==> src/hsst_pkg.sv <==
// Constants, types and decode functions for the high-side switch timer control block.
package hsst_pkg;

	// Register offsets on the serial register port.
	localparam logic [6:0] HSST_ADDR_TIMER_B = 7'h0D;
	localparam logic [6:0] HSST_ADDR_SHUTDOWN = 7'h10;
	localparam logic [6:0] HSST_ADDR_CONFIG_1 = 7'h14;
	localparam logic [6:0] HSST_ADDR_CONFIG_2 = 7'h15;

	// Field positions of the timer, switch and shutdown registers, and reset values.
	localparam int HSST_HI_LSB = 4;
	localparam int HSST_LO_LSB = 0;
	localparam int HSST_BIT_OV_DIS = 6;
	localparam int HSST_BIT_UV_DIS = 5;
	localparam int HSST_BIT_REC = 4;
	localparam logic [7:0] HSST_RESET_VALUE = 8'h00;
	localparam logic [2:0] HSST_FIELD_RESET = 3'h0;

	// Switch source codes.
	localparam logic [2:0] HSST_SRC_OFF = 3'h0;
	localparam logic [2:0] HSST_SRC_ON = 3'h1;
	localparam logic [2:0] HSST_SRC_TIMER_A = 3'h2;
	localparam logic [2:0] HSST_SRC_TIMER_B = 3'h3;
	localparam logic [2:0] HSST_SRC_PWM_A = 3'h4;
	localparam logic [2:0] HSST_SRC_PWM_B = 3'h5;

	// On-time and period codes with special meaning.
	localparam logic [2:0] HSST_ON_LOW = 3'h0;
	localparam logic [2:0] HSST_ON_HIGH = 3'h6;
	localparam logic [2:0] HSST_ON_RSVD = 3'h7;
	localparam logic [2:0] HSST_PER_RSVD = 3'h7;

	// Clock and base tick of the timer, in their own units.
	localparam int HSST_CLK_PS = 8000;
	localparam int HSST_TICK_US = 10;
	localparam int HSST_TICK_CYC = HSST_TICK_US * 1000000 / HSST_CLK_PS;
	localparam int HSST_DIV_W = 16;
	localparam int HSST_CNT_W = 18;

	// On-times and periods in microseconds.
	localparam int HSST_ON_US_1 = 100;
	localparam int HSST_ON_US_2 = 300;
	localparam int HSST_ON_US_3 = 1000;
	localparam int HSST_ON_US_4 = 10000;
	localparam int HSST_ON_US_5 = 20000;
	localparam int HSST_PER_US_0 = 10000;
	localparam int HSST_PER_US_1 = 20000;
	localparam int HSST_PER_US_2 = 50000;
	localparam int HSST_PER_US_3 = 100000;
	localparam int HSST_PER_US_4 = 200000;
	localparam int HSST_PER_US_5 = 1000000;
	localparam int HSST_PER_US_6 = 2000000;

	// Timer B configuration as held in its control register.
	typedef struct packed {
		logic [2:0] on_code;
		logic [2:0] per_code;
	} hsst_tcfg_type;

	// Synchronised supply fault levels.
	typedef struct packed {
		logic ov;
		logic uv;
	} hsst_supply_type;

	// On-time of a running code, in base ticks.
	function automatic logic [HSST_CNT_W-1:0] hsst_on_ticks(input logic [2:0] code);
		int us;
		case (code)
			3'h1: us = HSST_ON_US_1;
			3'h2: us = HSST_ON_US_2;
			3'h3: us = HSST_ON_US_3;
			3'h4: us = HSST_ON_US_4;
			3'h5: us = HSST_ON_US_5;
			default: us = 0;
		endcase
		return HSST_CNT_W'(us / HSST_TICK_US);
	endfunction : hsst_on_ticks

	// Period of a period code, in base ticks.
	function automatic logic [HSST_CNT_W-1:0] hsst_per_ticks(input logic [2:0] code);
		int us;
		case (code)
			3'h0: us = HSST_PER_US_0;
			3'h1: us = HSST_PER_US_1;
			3'h2: us = HSST_PER_US_2;
			3'h3: us = HSST_PER_US_3;
			3'h4: us = HSST_PER_US_4;
			3'h5: us = HSST_PER_US_5;
			3'h6: us = HSST_PER_US_6;
			default: us = HSST_PER_US_0;
		endcase
		return HSST_CNT_W'(us / HSST_TICK_US);
	endfunction : hsst_per_ticks

	// True when the configuration lets the timer run.
	function automatic logic hsst_running(input hsst_tcfg_type cfg);
		return (cfg.on_code != HSST_ON_LOW) && (cfg.on_code != HSST_ON_HIGH) &&
			(cfg.on_code != HSST_ON_RSVD) && (cfg.per_code != HSST_PER_RSVD);
	endfunction : hsst_running

endpackage : hsst_pkg

==> src/hsst_sync.sv <==
// Three-stage synchroniser that passes a change once the last two stages agree.
`timescale 1ns/1ps
module hsst_sync #(
	parameter int W = 1
) (
	input  wire logic         clk,
	input  wire logic         resetn,
	input  wire logic [W-1:0] d,
	output logic      [W-1:0] q_r
);
	logic [W-1:0] s1_r;
	logic [W-1:0] s2_r;
	logic [W-1:0] s3_r;

	// Shift chain; the first stage feeds only the second.
	always_ff @(posedge clk) begin
		if (!resetn) begin
			s1_r <= '0;
			s2_r <= '0;
			s3_r <= '0;
		end else begin
			s1_r <= d;
			s2_r <= s1_r;
			s3_r <= s2_r;
		end
	end

	// Each bit takes a new level only when two settled stages agree.
	genvar i;
	generate
		for (i = 0; i < W; i++) begin : g_bit
			always_ff @(posedge clk) begin
				if (!resetn) begin
					q_r[i] <= 1'b0;
				end else if (s2_r[i] == s3_r[i]) begin
					q_r[i] <= s3_r[i];
				end
			end
		end
	endgenerate
endmodule : hsst_sync

==> src/hsst_timer_b.sv <==
// Timer B: base tick divider, period counter and pulse output.
`timescale 1ns/1ps
module hsst_timer_b import hsst_pkg::*; #(
	parameter int TICK_CYCLES = HSST_TICK_CYC
) (
	input  wire logic          clk,
	input  wire logic          resetn,
	input  wire logic          start,
	input  wire hsst_tcfg_type cfg,
	output logic               out_r
);
	logic [HSST_DIV_W-1:0] div_r;
	logic [HSST_CNT_W-1:0] cnt_r;
	logic [HSST_CNT_W-1:0] cnt_nxt;
	logic                  tick;
	logic                  running;

	assign tick = (div_r == HSST_DIV_W'(TICK_CYCLES - 1));
	assign running = hsst_running(cfg);

	// Base tick divider, realigned on every start.
	always_ff @(posedge clk) begin
		if (!resetn || start) begin
			div_r <= '0;
		end else if (tick) begin
			div_r <= '0;
		end else begin
			div_r <= div_r + 1'b1;
		end
	end

	// Next period position; wraps at the end of the selected period.
	always_comb begin
		cnt_nxt = cnt_r;
		if (start || !running) begin
			cnt_nxt = '0;
		end else if (tick) begin
			if (cnt_r >= hsst_per_ticks(cfg.per_code) - 1'b1) begin
				cnt_nxt = '0;
			end else begin
				cnt_nxt = cnt_r + 1'b1;
			end
		end
	end

	// Period counter.
	always_ff @(posedge clk) begin
		if (!resetn) begin
			cnt_r <= '0;
		end else begin
			cnt_r <= cnt_nxt;
		end
	end

	// Output: high for the on-time at the start of each period, fixed when stopped.
	always_ff @(posedge clk) begin
		if (!resetn) begin
			out_r <= 1'b0;
		end else if (cfg.on_code == HSST_ON_HIGH) begin
			out_r <= 1'b1;
		end else if (!running) begin
			out_r <= 1'b0;
		end else begin
			out_r <= (cnt_nxt < hsst_on_ticks(cfg.on_code));
		end
	end
endmodule : hsst_timer_b

==> src/hsst_ctrl.sv <==
// Top of the high-side switch timer control block: registers, sources and shutdown.
`timescale 1ns/1ps
module hsst_ctrl import hsst_pkg::*; #(
	parameter int TICK_CYCLES = HSST_TICK_CYC
) (
	input  wire logic       CLK,
	input  wire logic       RESETN,
	input  wire logic       SOFT_RESET,
	input  wire logic       RESTART,
	input  wire logic       CYCLIC_SENSE,
	input  wire logic       REG_WR,
	input  wire logic       REG_RD,
	input  wire logic [6:0] REG_ADDR,
	input  wire logic [7:0] REG_WDATA,
	output logic      [7:0] REG_RDATA,
	input  wire logic [3:0] OVERCURRENT,
	input  wire logic [3:0] OVERTEMP,
	input  wire logic       SUPPLY_OV,
	input  wire logic       SUPPLY_UV,
	input  wire logic       TIMER_A_IN,
	input  wire logic       PWM_A_IN,
	input  wire logic       PWM_B_IN,
	output logic      [3:0] SWITCH_ON,
	output logic            SHUTDOWN_ACTIVE
);
	localparam int NSW = 4;

	hsst_tcfg_type         tcfg_r;
	logic                  ov_dis_r;
	logic                  uv_dis_r;
	logic                  rec_r;
	logic [NSW-1:0][2:0]   src_r;
	logic                  start_r;
	logic                  timer_b_out;
	logic [NSW-1:0]        oc_s;
	logic [NSW-1:0]        ot_s;
	hsst_supply_type       sup_s;
	logic                  fault_act;
	logic                  fault_prev_r;
	logic                  fault_release;
	logic                  wr_timer;
	logic                  wr_shut;
	logic [1:0]            wr_cfg;
	logic                  por;

	// Pick the selected source level for one switch.
	function automatic logic src_level(input logic [2:0] src, input logic tb);
		case (src)
			HSST_SRC_ON: return 1'b1;
			HSST_SRC_TIMER_A: return TIMER_A_IN;
			HSST_SRC_TIMER_B: return tb;
			HSST_SRC_PWM_A: return PWM_A_IN;
			HSST_SRC_PWM_B: return PWM_B_IN;
			default: return 1'b0;
		endcase
	endfunction : src_level

	// Fault inputs arrive from analogue comparators and are synchronised.
	hsst_sync #(
		.W (2 * NSW + 2)
	) u_sync (
		.clk    (CLK),
		.resetn (RESETN),
		.d      ({OVERCURRENT, OVERTEMP, SUPPLY_OV, SUPPLY_UV}),
		.q_r    ({oc_s, ot_s, sup_s})
	);

	// Timer B pulse generator.
	hsst_timer_b #(
		.TICK_CYCLES (TICK_CYCLES)
	) u_timer_b (
		.clk    (CLK),
		.resetn (RESETN),
		.start  (start_r),
		.cfg    (tcfg_r),
		.out_r  (timer_b_out)
	);

	// Write decode and the power-on or soft reset condition.
	assign por = !RESETN || SOFT_RESET;
	assign wr_timer = REG_WR && (REG_ADDR == HSST_ADDR_TIMER_B);
	assign wr_shut = REG_WR && (REG_ADDR == HSST_ADDR_SHUTDOWN);
	assign wr_cfg[0] = REG_WR && (REG_ADDR == HSST_ADDR_CONFIG_1);
	assign wr_cfg[1] = REG_WR && (REG_ADDR == HSST_ADDR_CONFIG_2);

	// Shutdown applies when a supply fault is present and its shutdown is enabled.
	assign fault_act = (sup_s.ov && !ov_dis_r) || (sup_s.uv && !uv_dis_r);
	assign fault_release = fault_prev_r && !fault_act;

	// Timer B control register.
	always_ff @(posedge CLK) begin
		if (por) begin
			tcfg_r <= '0;
		end else if (RESTART && CYCLIC_SENSE) begin
			tcfg_r <= '0;
		end else if (wr_timer) begin
			tcfg_r.on_code <= REG_WDATA[HSST_HI_LSB +: 3];
			tcfg_r.per_code <= REG_WDATA[HSST_LO_LSB +: 3];
		end
	end

	// A write to the timer register restarts the timer once the new value has settled.
	always_ff @(posedge CLK) begin
		if (por) begin
			start_r <= 1'b0;
		end else begin
			start_r <= wr_timer && !(RESTART && CYCLIC_SENSE);
		end
	end

	// Shutdown control register; restart keeps the three control bits.
	always_ff @(posedge CLK) begin
		if (por) begin
			ov_dis_r <= 1'b0;
			uv_dis_r <= 1'b0;
			rec_r <= 1'b0;
		end else if (RESTART) begin
			ov_dis_r <= ov_dis_r;
			uv_dis_r <= uv_dis_r;
			rec_r <= rec_r;
		end else if (wr_shut) begin
			ov_dis_r <= REG_WDATA[HSST_BIT_OV_DIS];
			uv_dis_r <= REG_WDATA[HSST_BIT_UV_DIS];
			rec_r <= REG_WDATA[HSST_BIT_REC];
		end
	end

	// Fault history used to find the end of a supply fault.
	always_ff @(posedge CLK) begin
		if (por) begin
			fault_prev_r <= 1'b0;
		end else begin
			fault_prev_r <= fault_act;
		end
	end

	// Switch source fields; hardware clears take priority over software writes.
	genvar i;
	generate
		for (i = 0; i < NSW; i++) begin : g_sw
			localparam int LSB = (i % 2 == 0) ? HSST_LO_LSB : HSST_HI_LSB;
			always_ff @(posedge CLK) begin
				if (por || RESTART) begin
					src_r[i] <= HSST_FIELD_RESET;
				end else if (oc_s[i] || ot_s[i]) begin
					src_r[i] <= HSST_FIELD_RESET;
				end else if (fault_release && !rec_r) begin
					src_r[i] <= HSST_FIELD_RESET;
				end else if (wr_cfg[i/2]) begin
					src_r[i] <= REG_WDATA[LSB +: 3];
				end
			end

			// Switch drive: forced off during shutdown, otherwise the chosen source.
			always_ff @(posedge CLK) begin
				if (por) begin
					SWITCH_ON[i] <= 1'b0;
				end else begin
					SWITCH_ON[i] <= !fault_act && src_level(src_r[i], timer_b_out);
				end
			end
		end
	endgenerate

	// Shutdown indication.
	always_ff @(posedge CLK) begin
		if (por) begin
			SHUTDOWN_ACTIVE <= 1'b0;
		end else begin
			SHUTDOWN_ACTIVE <= fault_act;
		end
	end

	// Read data are captured on a read strobe; reserved and unmapped bits are zero.
	always_ff @(posedge CLK) begin
		if (!RESETN) begin
			REG_RDATA <= HSST_RESET_VALUE;
		end else if (REG_RD) begin
			case (REG_ADDR)
				HSST_ADDR_TIMER_B: REG_RDATA <= {1'b0, tcfg_r.on_code, 1'b0, tcfg_r.per_code};
				HSST_ADDR_SHUTDOWN: REG_RDATA <= {1'b0, ov_dis_r, uv_dis_r, rec_r, 4'h0};
				HSST_ADDR_CONFIG_1: REG_RDATA <= {1'b0, src_r[1], 1'b0, src_r[0]};
				HSST_ADDR_CONFIG_2: REG_RDATA <= {1'b0, src_r[3], 1'b0, src_r[2]};
				default: REG_RDATA <= HSST_RESET_VALUE;
			endcase
		end
	end
endmodule : hsst_ctrl

==> config.mk <==
export PLATFORM = sky130hd
export DESIGN_NAME = hsst_ctrl
export DESIGN_NICKNAME = d
export VERILOG_FILES = /design/src/hsst_pkg.sv /design/src/hsst_sync.sv /design/src/hsst_timer_b.sv /design/src/hsst_ctrl.sv
export SDC_FILE = /design/constraint.sdc
export NUM_CORES = 1
export LEC_CHECK = 0
export BUFFER_PORTS_ARGS = -buffer_cell sky130_fd_sc_hd__buf_2
export CAP_MARGIN = 20
export CORE_ASPECT_RATIO = 1.5
export CORE_MARGIN = 1.5
export CORE_UTILIZATION = 54
export CTS_CLUSTER_SIZE = 12
export DETAILED_ROUTE_END_ITERATION = 6
export GPL_ROUTABILITY_DRIVEN = 1
export GPL_TIMING_DRIVEN = 0
export PLACE_DENSITY = 0.72
export SLEW_MARGIN = 10
export SYNTH_ARGS = -nofsm -noshare
export SYNTH_HDL_FRONTEND = slang
export SYNTH_HIERARCHICAL = 1
export SYNTH_SLANG_ARGS = --single-unit
==> constraint.sdc <==
create_clock -name CLK -period 27.9 [get_ports CLK]
set_input_delay 4.185 -clock CLK [delete_from_list [all_inputs] [get_ports CLK]]
set_output_delay 4.185 -clock CLK [all_outputs]
set_load 0.05 [all_outputs]
Word level (Yosys, flattened, before mapping)
Cells that the tools add are included.
{"block": "classes", "n_addsub": 3, "div": 2, "order_cmp": 2, "eq_ne": 50, "mux": 21, "n_bitwise": 1, "reduce_logical": 41}
{"cell": "2-to-1 mux 32 bit", "n": 5}
{"cell": "one-hot mux 21 bit (6 select lines)", "n": 1}
{"cell": "one-hot mux 15 bit (5 select lines)", "n": 1}
{"cell": "divider 32 x 5 -> 32 bit, second input constant", "n": 2}
{"cell": "2-to-1 mux 18 bit", "n": 3}
{"cell": "== test 3 bit, second input constant", "n": 14}
{"cell": "== test 3 x 2 -> 1 bit, second input constant", "n": 12}
{"cell": "one-hot mux 7 bit (4 select lines)", "n": 1}
{"cell": "== test 7 x 5 -> 1 bit, second input constant", "n": 3}
{"cell": "one-hot mux 1 bit (5 select lines)", "n": 4}
{"cell": "adder 18 x 1 -> 18 bit, second input constant", "n": 1}
{"cell": "== test 3 x 1 -> 1 bit, second input constant", "n": 6}
{"cell": "greater-or-equal comparator 18 bit", "n": 1}
{"cell": "less-than comparator 18 bit", "n": 1}
{"cell": "subtractor 18 x 1 -> 18 bit, second input constant", "n": 1}
{"cell": "logical AND 1 bit", "n": 17}
{"cell": "adder 16 x 1 -> 16 bit, second input constant", "n": 1}
{"cell": "== test 16 x 11 -> 1 bit, second input constant", "n": 1}
{"cell": "OR reduction 3 bit", "n": 4}
{"cell": "== test 1 bit", "n": 10}
{"cell": "logical OR 1 bit", "n": 9}
{"cell": "!= test 3 bit, second input constant", "n": 3}
{"cell": "== test 7 x 4 -> 1 bit, second input constant", "n": 1}
{"cell": "logical NOT 1 bit", "n": 7}
{"cell": "other kinds (5)", "n": 11}
{"block": "word_totals", "register_bits": 110, "inputBits": 35, "word_cells": 152}

Longest topological paths before layout
Gate-level depths: netlist (run 1).
{"block": "logic_depth", "ltp_word": 16, "ltp_mapped": 55, "mapped_depth_nobuf": 51}

Modules after synthesis
The synthesis (run 1) kept the hierarchy.
{"mod": "hsst_timer_b", "instances": 1, "cells_each": 795, "area_per_inst_um2": 5627.9}
{"mod": "hsst_ctrl", "instances": 1, "cells_each": 170, "area_per_inst_um2": 1579.0}
{"mod": "hsst_sync", "instances": 1, "cells_each": 104, "area_per_inst_um2": 1211.2}

Worst setup path before layout (run 1)
Ideal clock, no wire load.
{"block": "synth_path", "path_kind": "reg-to-reg", "start": "register tcfg_r[1] (netlist bit)", "end": "register u_timer_b.out_r", "setup_ns": 0.062, "arrival_ns": 9.086, "required_time_ns": 27.838, "setup_slack_ns": 18.753, "path_stages_with_launch": 55, "synth_period_minus_slack_ns": 9.147, "cell_sequence": "dfxtp_1 clkbuf_1 inv_1 ha_1 clkbuf_1 nand2_1 a32o_1 a2111oi_4 buf_2 and2_1 or2_2 ha_1 o21ai_0 nor2_1 a21oi_4 xnor2_1 inv_1 ha_1 [19 not listed] nand2_1 clkbuf_1 nor2_1 ha_1 a21oi_1 nor2b_1 o21ai_0 nand2b_1 a21oi_1 nor2b_1 o21ai_0 nand2b_1 a21oi_1 nor2b_1 o21ai_0 o211a_1 o221ai_1 nand3_1"}
{"block": "synth_via", "elab_chain_len": 13}
{"element": "start: declaration", "line": "hsst_ctrl.sv:28", "source": "hsst_tcfg_type tcfg_r;"}
{"element": "== test 3 bit (tied with other cells)", "line": "hsst_pkg.sv:83", "source": "case (code)"}
{"element": "one-hot mux 21 bit (6 select lines)", "line": "hsst_pkg.sv:83"}
{"element": "2-to-1 mux 32 bit", "line": "hsst_timer_b.sv:37", "source": "end else if (tick) begin"}
{"element": "2-to-1 mux 32 bit", "line": "hsst_timer_b.sv:35", "source": "if (start || !running) begin"}
{"element": "divider 32 x 5 -> 32 bit", "line": "hsst_pkg.sv:93", "source": "return HSST_CNT_W'(us / HSST_TICK_US);"}
{"element": "subtractor 18 x 1 -> 18 bit", "line": "hsst_timer_b.sv:38", "source": "if (cnt_r >= hsst_per_ticks(cfg.per_code) - 1'b1) begin"}
{"element": "greater-or-equal comparator 18 bit", "line": "hsst_timer_b.sv:38"}
{"element": "2-to-1 mux 18 bit", "line": "hsst_timer_b.sv:38"}
{"element": "2-to-1 mux 18 bit", "line": "hsst_timer_b.sv:37"}
{"element": "2-to-1 mux 18 bit (*)", "line": "hsst_timer_b.sv:35"}
{"element": "via u_timer_b.cnt_nxt[3]", "line": "hsst_timer_b.sv:14", "source": "logic [HSST_CNT_W-1:0] cnt_nxt;"}
{"element": "less-than comparator 18 bit (*)", "line": "hsst_timer_b.sv:64", "source": "out_r <= (cnt_nxt < hsst_on_ticks(cfg.on_code));"}
{"element": "2-to-1 mux 1 bit (*)", "line": "hsst_timer_b.sv:61", "source": "end else if (!running) begin"}
{"element": "2-to-1 mux 1 bit (*)", "line": "hsst_timer_b.sv:59", "source": "end else if (cfg.on_code == HSST_ON_HIGH) begin"}
{"element": "end signal: assignment", "line": "hsst_timer_b.sv:64"}
{"element": "end: declaration", "line": "hsst_timer_b.sv:10", "source": "output logic out_r"}
The timed path passes the listed nets; every way through them passes the cells marked *. The select of a mux whose other input is x is not followed.
A chain may end at the register's enable or synchronous reset.

Worst setup path after layout (run 1)
Same ends and word-level chain as after synthesis.

==> flow_summary.toml, run 1 <==
[timing]
hold_viol_final = 0
finalMaxSlewViolations = 0
fin_ws_ns = 16.78
setup_violations = 0
period_needed_ns = 11.12
maxSlewHeadroom = 0.492
grt_setup_unrepaired = "no"
max_freq_mhz = 89.9
worstMarginPinSlew_ns = 0.755
hold_slack_ns = 0.433
finalCritPeriodShare = 0.398
clock_skew_ns = 0.0164
tns_ns = 0

[cts]
cts-root-buf = "clkbuf_16"
clk_pin_slew_ns = 0.08
tritoncts = "yes"
worstSkewPairLatency_ns = 0.35
cts_buffers = 9
ctsResizeCount = 0
clock_sinks = 108
cts_buffer_depth = 2
htreeDepth = 3
postCtsHoldBufs = 0
post_cts_buffers = 0

[power]
vdd_drop_max_mv = 0.0372
power_density_mw_per_mm2 = 32.7
p_leak_nw = 3.44

[grt]
grt_max_degree = 23
grt_pass1_vias = 7689
gr-total-overflow = 0
track_usage = 0.268
antenna_found_initial = 0
grt_pass1_wl_um = 36000

[status]
outcome = "completed"

[yosys]
ys_ff_latch = 108
synth_top_area_cell = "dfxtp_1"
synth_ff_type = "dfxtp_1"
ys_seq_area_frac = 0.257
ys_top_cells_by_area = "dfxtp_1, ha_1, nor2_1"
avgSynthCellArea_sq_um = 7.87
netlist_area_sq_mm = 0.00842
synthDominantCellAreaShare = 0.257
yosys_warnings = 6
synthCells = 1069
synth-edff-count = 0
post-synth-top-count-cell = "dfxtp_1"
postSynth.asyncResetShare = 0
synth_common_cells = "dfxtp_1, nor2_1, nand2_1, o21ai_0, a21oi_1"
synth_cell_types = 101

[worst_setup_path]
critPathKind = "reg2reg"
worstSetupEndpointType = "flip-flop"
critPathArrivalTime_ns = 11.40
critPathSlowestCell = "a2111oi_4"
start_kind = "flip-flop"
required_ns = 28.18
cp_slowest_stage_delay_ns = 0.57
path_common_cell = "ha_1"
path_max_fanout = 10

[layout]
num-nets-final = 1205
fin_area_sq_mm = 0.00919
syn2layout_area_growth_pct = 9.17
drive_gt1_frac = 0.117
num_antenna_cells = 0
utilization = 0.607

[routing]
vias = 8072
ant_nets = 0
wl_per_cell_um = 16.8
drc = 0
dr.pass1.iters = 5
routed_wl_um = 22200
viasPerCell = 6.09
drt_iter0_markers = 498

[min_path]
hold_class = "reg2reg"

[placement]
pre_cts_slack_ns = 16.86
place_area_sq_mm = 0.00888
dp_hpwl_um = 17500
place_congestion = 0.957
place.port_buffers = 41

[die]
rows = 55
initial_utilization = 0.556
die_w_um = 105
core_sq_mm = 0.0151
dieHeight_um = 156
die-area_sq_mm = 0.0164
io_pins = 48

[job]
drv_cap = 0
## cell type report
class / count / area, sq um
Tap cell: 199 / 249
Clock inverter: 7 / 88.8
Buffer: 54 / 241
Timing Repair Buffer: 41 / 205
Inverter: 39 / 146
Sequential cell: 108 / 2160
Fill cell: 1442 / 5950
Multi-Input combinational cell: 869 / 5870
Clock buffer: 9 / 225
## layer usage
metal,share of wire,wire [um],GRT usage
met1,0.40,8820,0.291
met4,0.035,767,0.129
met3,0.035,776,0.0297
met2,0.53,11900,0.513
met5,0,0,0
## critical path: cells and delay by family, from the launching register on
kind / cells / cell delay [ns]
AO/OA/AOI/OAI: 19 / 3.55
adder cells (fa/ha/maj): 6 / 1.64
flip-flops: 1 / 0.48
XOR/XNOR: 2 / 0.40
buffers and inverters: 7 / 1.69
AND/OR/NAND/NOR: 20 / 3.28
## cell families after synthesis
kind of cell | Yosys count | synth area share
adders and majority gates | 48 | 0.0713
DFF | 108 | 0.257
buffers and inverters | 93 | 0.0461
xor gates and xnor gates | 42 | 0.0437
muxes | 33 | 0.0404
AOI/OAI and AO/OA | 305 | 0.261
and+or+nand+nor | 438 | 0.279
other | 2 | 0.000892
## report_power, final
| group | switching, W | internal, W | total, W |
|---|---|---|---|
| sequential | 0.00000105 | 0.000156 | 0.000157 |
| clock | 0.0000636 | 0.0000646 | 0.000128 |
| combinational | 0.00000875 | 0.00000616 | 0.0000149 |
## layout by cell type (no fill, tap or decap), drive strengths merged, types with 12 or more instances in the layout
cell and n:
dfxtp 108, nor2 103, nand2 90, o21ai 81, a21oi 61, buf 61, and2 56, ha 48
clkbuf 43, inv 42, nand3 30, mux2i 28, nor3 25, xor2 25, nor2b 22, xnor2 17
nor4 17, a21boi 15, nand2b 13, a211oi 13, nand4 12, or3 12
## path summary, 6_finish.rpt
check | from | end | slack, ns | depth (start not counted)
max | tcfg_r[1]$_SDFFE_PP0P_ | u_timer_b/out_r$_SDFF_PN0_ | 16.78 | 54
min reg2reg | u_sync/s1_r[7]$_SDFF_PN0_ | u_sync/s2_r[7]$_SDFF_PN0_ | 0.43 | 1
max reg2reg | tcfg_r[1]$_SDFFE_PP0P_ | u_timer_b/out_r$_SDFF_PN0_ | 16.78 | 54
min | u_sync/s1_r[7]$_SDFF_PN0_ | u_sync/s2_r[7]$_SDFF_PN0_ | 0.43 | 1
## sequential cells by signal (all words and copies together) (netlist names), 10 cells and up
name             count
u_sync/s1_r         10
u_sync/s3_r         10
u_sync/s2_r         10
u_timer_b/cnt_r     18
u_timer_b/div_r     16
src_r               12
u_sync/q_r          10
## per-stage QoR
step	std cells	total power, W
floorplan	1070	0.000170
global placement	1310	0.000175
detailed placement	1310	0.000176
CTS	1326	0.000304
global route	1326	0.000310
finish	1326	0.000300
Power figures use the tool's default switching activity.
==> run 2, diff against run 1 <==
- clock period: 27.9 -> 10.6 ns (I/O delays scaled with it)
==> run 2 against run 1 <==
Effect of this change: final area rose by 1.1%; critical endpoint unchanged; largest cell class unchanged; maximum frequency rose by 13%; worst setup slack got worse by 16 ns; first-iteration DRC count fell by 3.6%; clock skew barely moved; clock power rose to 2.6 times the previous value; wire length rose by 0.70%; worst hold slack got worse by 0.00052 ns.
==> flow_summary.toml, run 2 (same netlist as run 1, synthesis figures left out) <==
[layout]
num-nets-final = 1210
layout_common_cells = "dfxtp_1, nor2_1, nand2_1"
largestRegisters = "u_timer_b/cnt_r (18), u_timer_b/div_r (16), src_r (12)"
final_common_cell = "dfxtp_1"
utilization = 0.614
num_antenna_cells = 0
syn2layout_area_growth_pct = 10.4
regMostFlops = "u_timer_b/cnt_r"
drive_gt1_frac = 0.134
fillCellCount = 1426
fin_area_sq_mm = 0.00929
largest_register_ffs = 18

[power]
power_w = 0.000791
p_leak_nw = 3.50
power_density_mw_per_mm2 = 85.1
vdd_drop_max_mv = 0.0980

[routing]
drc = 0
wl_per_cell_um = 16.8
viasPerCell = 6.12
ant_nets = 0
drt_iter0_markers = 480
routed_wl_um = 22400
dr.pass1.iters = 5
vias = 8140

[die]
core_sq_mm = 0.0151
die_w_um = 105
rows = 55
die-area_sq_mm = 0.0164
initial_utilization = 0.556
io_pins = 48
dieHeight_um = 156

[cts]
clk_pin_slew_ns = 0.08
tritoncts = "yes"
cts-root-buf = "clkbuf_16"
clock_sinks = 108
worstSkewPairLatency_ns = 0.35
cts_buffers = 9
htreeDepth = 3
cts_buffer_depth = 2

[timing]
period_needed_ns = 9.81
worstMarginPinSlew_ns = 0.736
setup_violations = 0
maxSlewHeadroom = 0.505
max_freq_mhz = 102
clock_skew_ns = 0.0162
finalCritPeriodShare = 0.926
fin_ws_ns = 0.789
hold_viol_final = 0
tns_ns = 0
finalMaxSlewViolations = 0

[grt]
grt_max_degree = 23
track_usage = 0.269
grt_pass1_vias = 7708
antenna_found_initial = 0
grt_pass1_wl_um = 36100
gr-total-overflow = 0

[placement]
pre_cts_slack_ns = -0.440
place_area_sq_mm = 0.00888
dp_hpwl_um = 17500
place.port_buffers = 41
place_congestion = 0.957

[status]
outcome = "completed"

[worst_setup_path]
worstSetupEndpointType = "flip-flop"
path_max_fanout = 10
required_ns = 10.88
critPathKind = "reg2reg"
critPathSlowestCell = "ha_1"
start_kind = "flip-flop"
cp_slowest_stage_delay_ns = 0.44
critPathArrivalTime_ns = 10.09

[min_path]
hold_class = "reg2reg"

[job]
drv_cap = 0
==> run 2: changes by cell type in the layout (fill, tap and decap cells not counted), sizes merged <==
cell / delta
buf: +8
clkbuf: -3
==> run 2: final timing paths <==
check / endpoint / cells after the start / slack [ns] / start
setup reg to reg: u_timer_b/out_r$_SDFF_PN0_ / 53 / 0.79 / tcfg_r[1]$_SDFFE_PP0P_
hold reg to reg: u_sync/s2_r[7]$_SDFF_PN0_ / 1 / 0.43 / u_sync/s1_r[7]$_SDFF_PN0_
setup / recovery: u_timer_b/out_r$_SDFF_PN0_ / 53 / 0.79 / tcfg_r[1]$_SDFFE_PP0P_
hold / removal: u_sync/s2_r[7]$_SDFF_PN0_ / 1 / 0.43 / u_sync/s1_r[7]$_SDFF_PN0_
==> run 2: through the flow <==
stage	hold WS [ns]	std cells
3_3_place_gp	0.408	1310
4_1_cts	0.439	1327
5_1_grt	0.448	1331
2_1_floorplan	0.406	1070
3_5_place_dp	0.415	1310
6_report	0.432	1331
==> run 2: per-layer routing <==
layer,GRT usage,share of wire,up-vias
met5,0,0,-
met4,0.132,0.035,0
met3,0.0297,0.032,60
met2,0.512,0.53,219
met1,0.292,0.40,3830
li1,-,-,4031
==> run 2: cell type report <==
class | count | area [sq um] | area share
multi-input cells | 869 | 5910 | 0.636
inverters | 39 | 146 | 0.0158
plain buffers | 53 | 255 | 0.0275
repair buffers | 47 | 250 | 0.0269
clock inverters | 7 | 88.8 | 0.00956
clock buffers | 9 | 225 | 0.0242
flip-flops and latches | 108 | 2170 | 0.233
well taps | 199 | 249 | 0.0268
==> run 2: where the power goes <==
group | internal (W) | total [W] | switching (W)
sequential | 0.000411 | 0.000414 | 0.00000275
combinational | 0.0000164 | 0.0000395 | 0.0000231
clock | 0.000170 | 0.000337 | 0.000167
total | 0.000597 | 0.000791 | 0.000193
==> run 2: worst max-delay path, delay by kind of cell (launching register included) <==
kind	cells	cell delay, ns
DFF	1	0.37
xor gates and xnor gates	2	0.33
buffers and inverters	6	1.11
adders and majority gates	6	1.70
and+or+nand+nor	21	3.20
AOI/OAI and AO/OA	18	3.01
==> run 2: what timing repair did <==
item	in CTS	in global routing
endpoints found under the setup margin	1	1
hold buffers	0	0
pin swaps	1	4
gates resized for setup	6	22
setup buffers	1	5
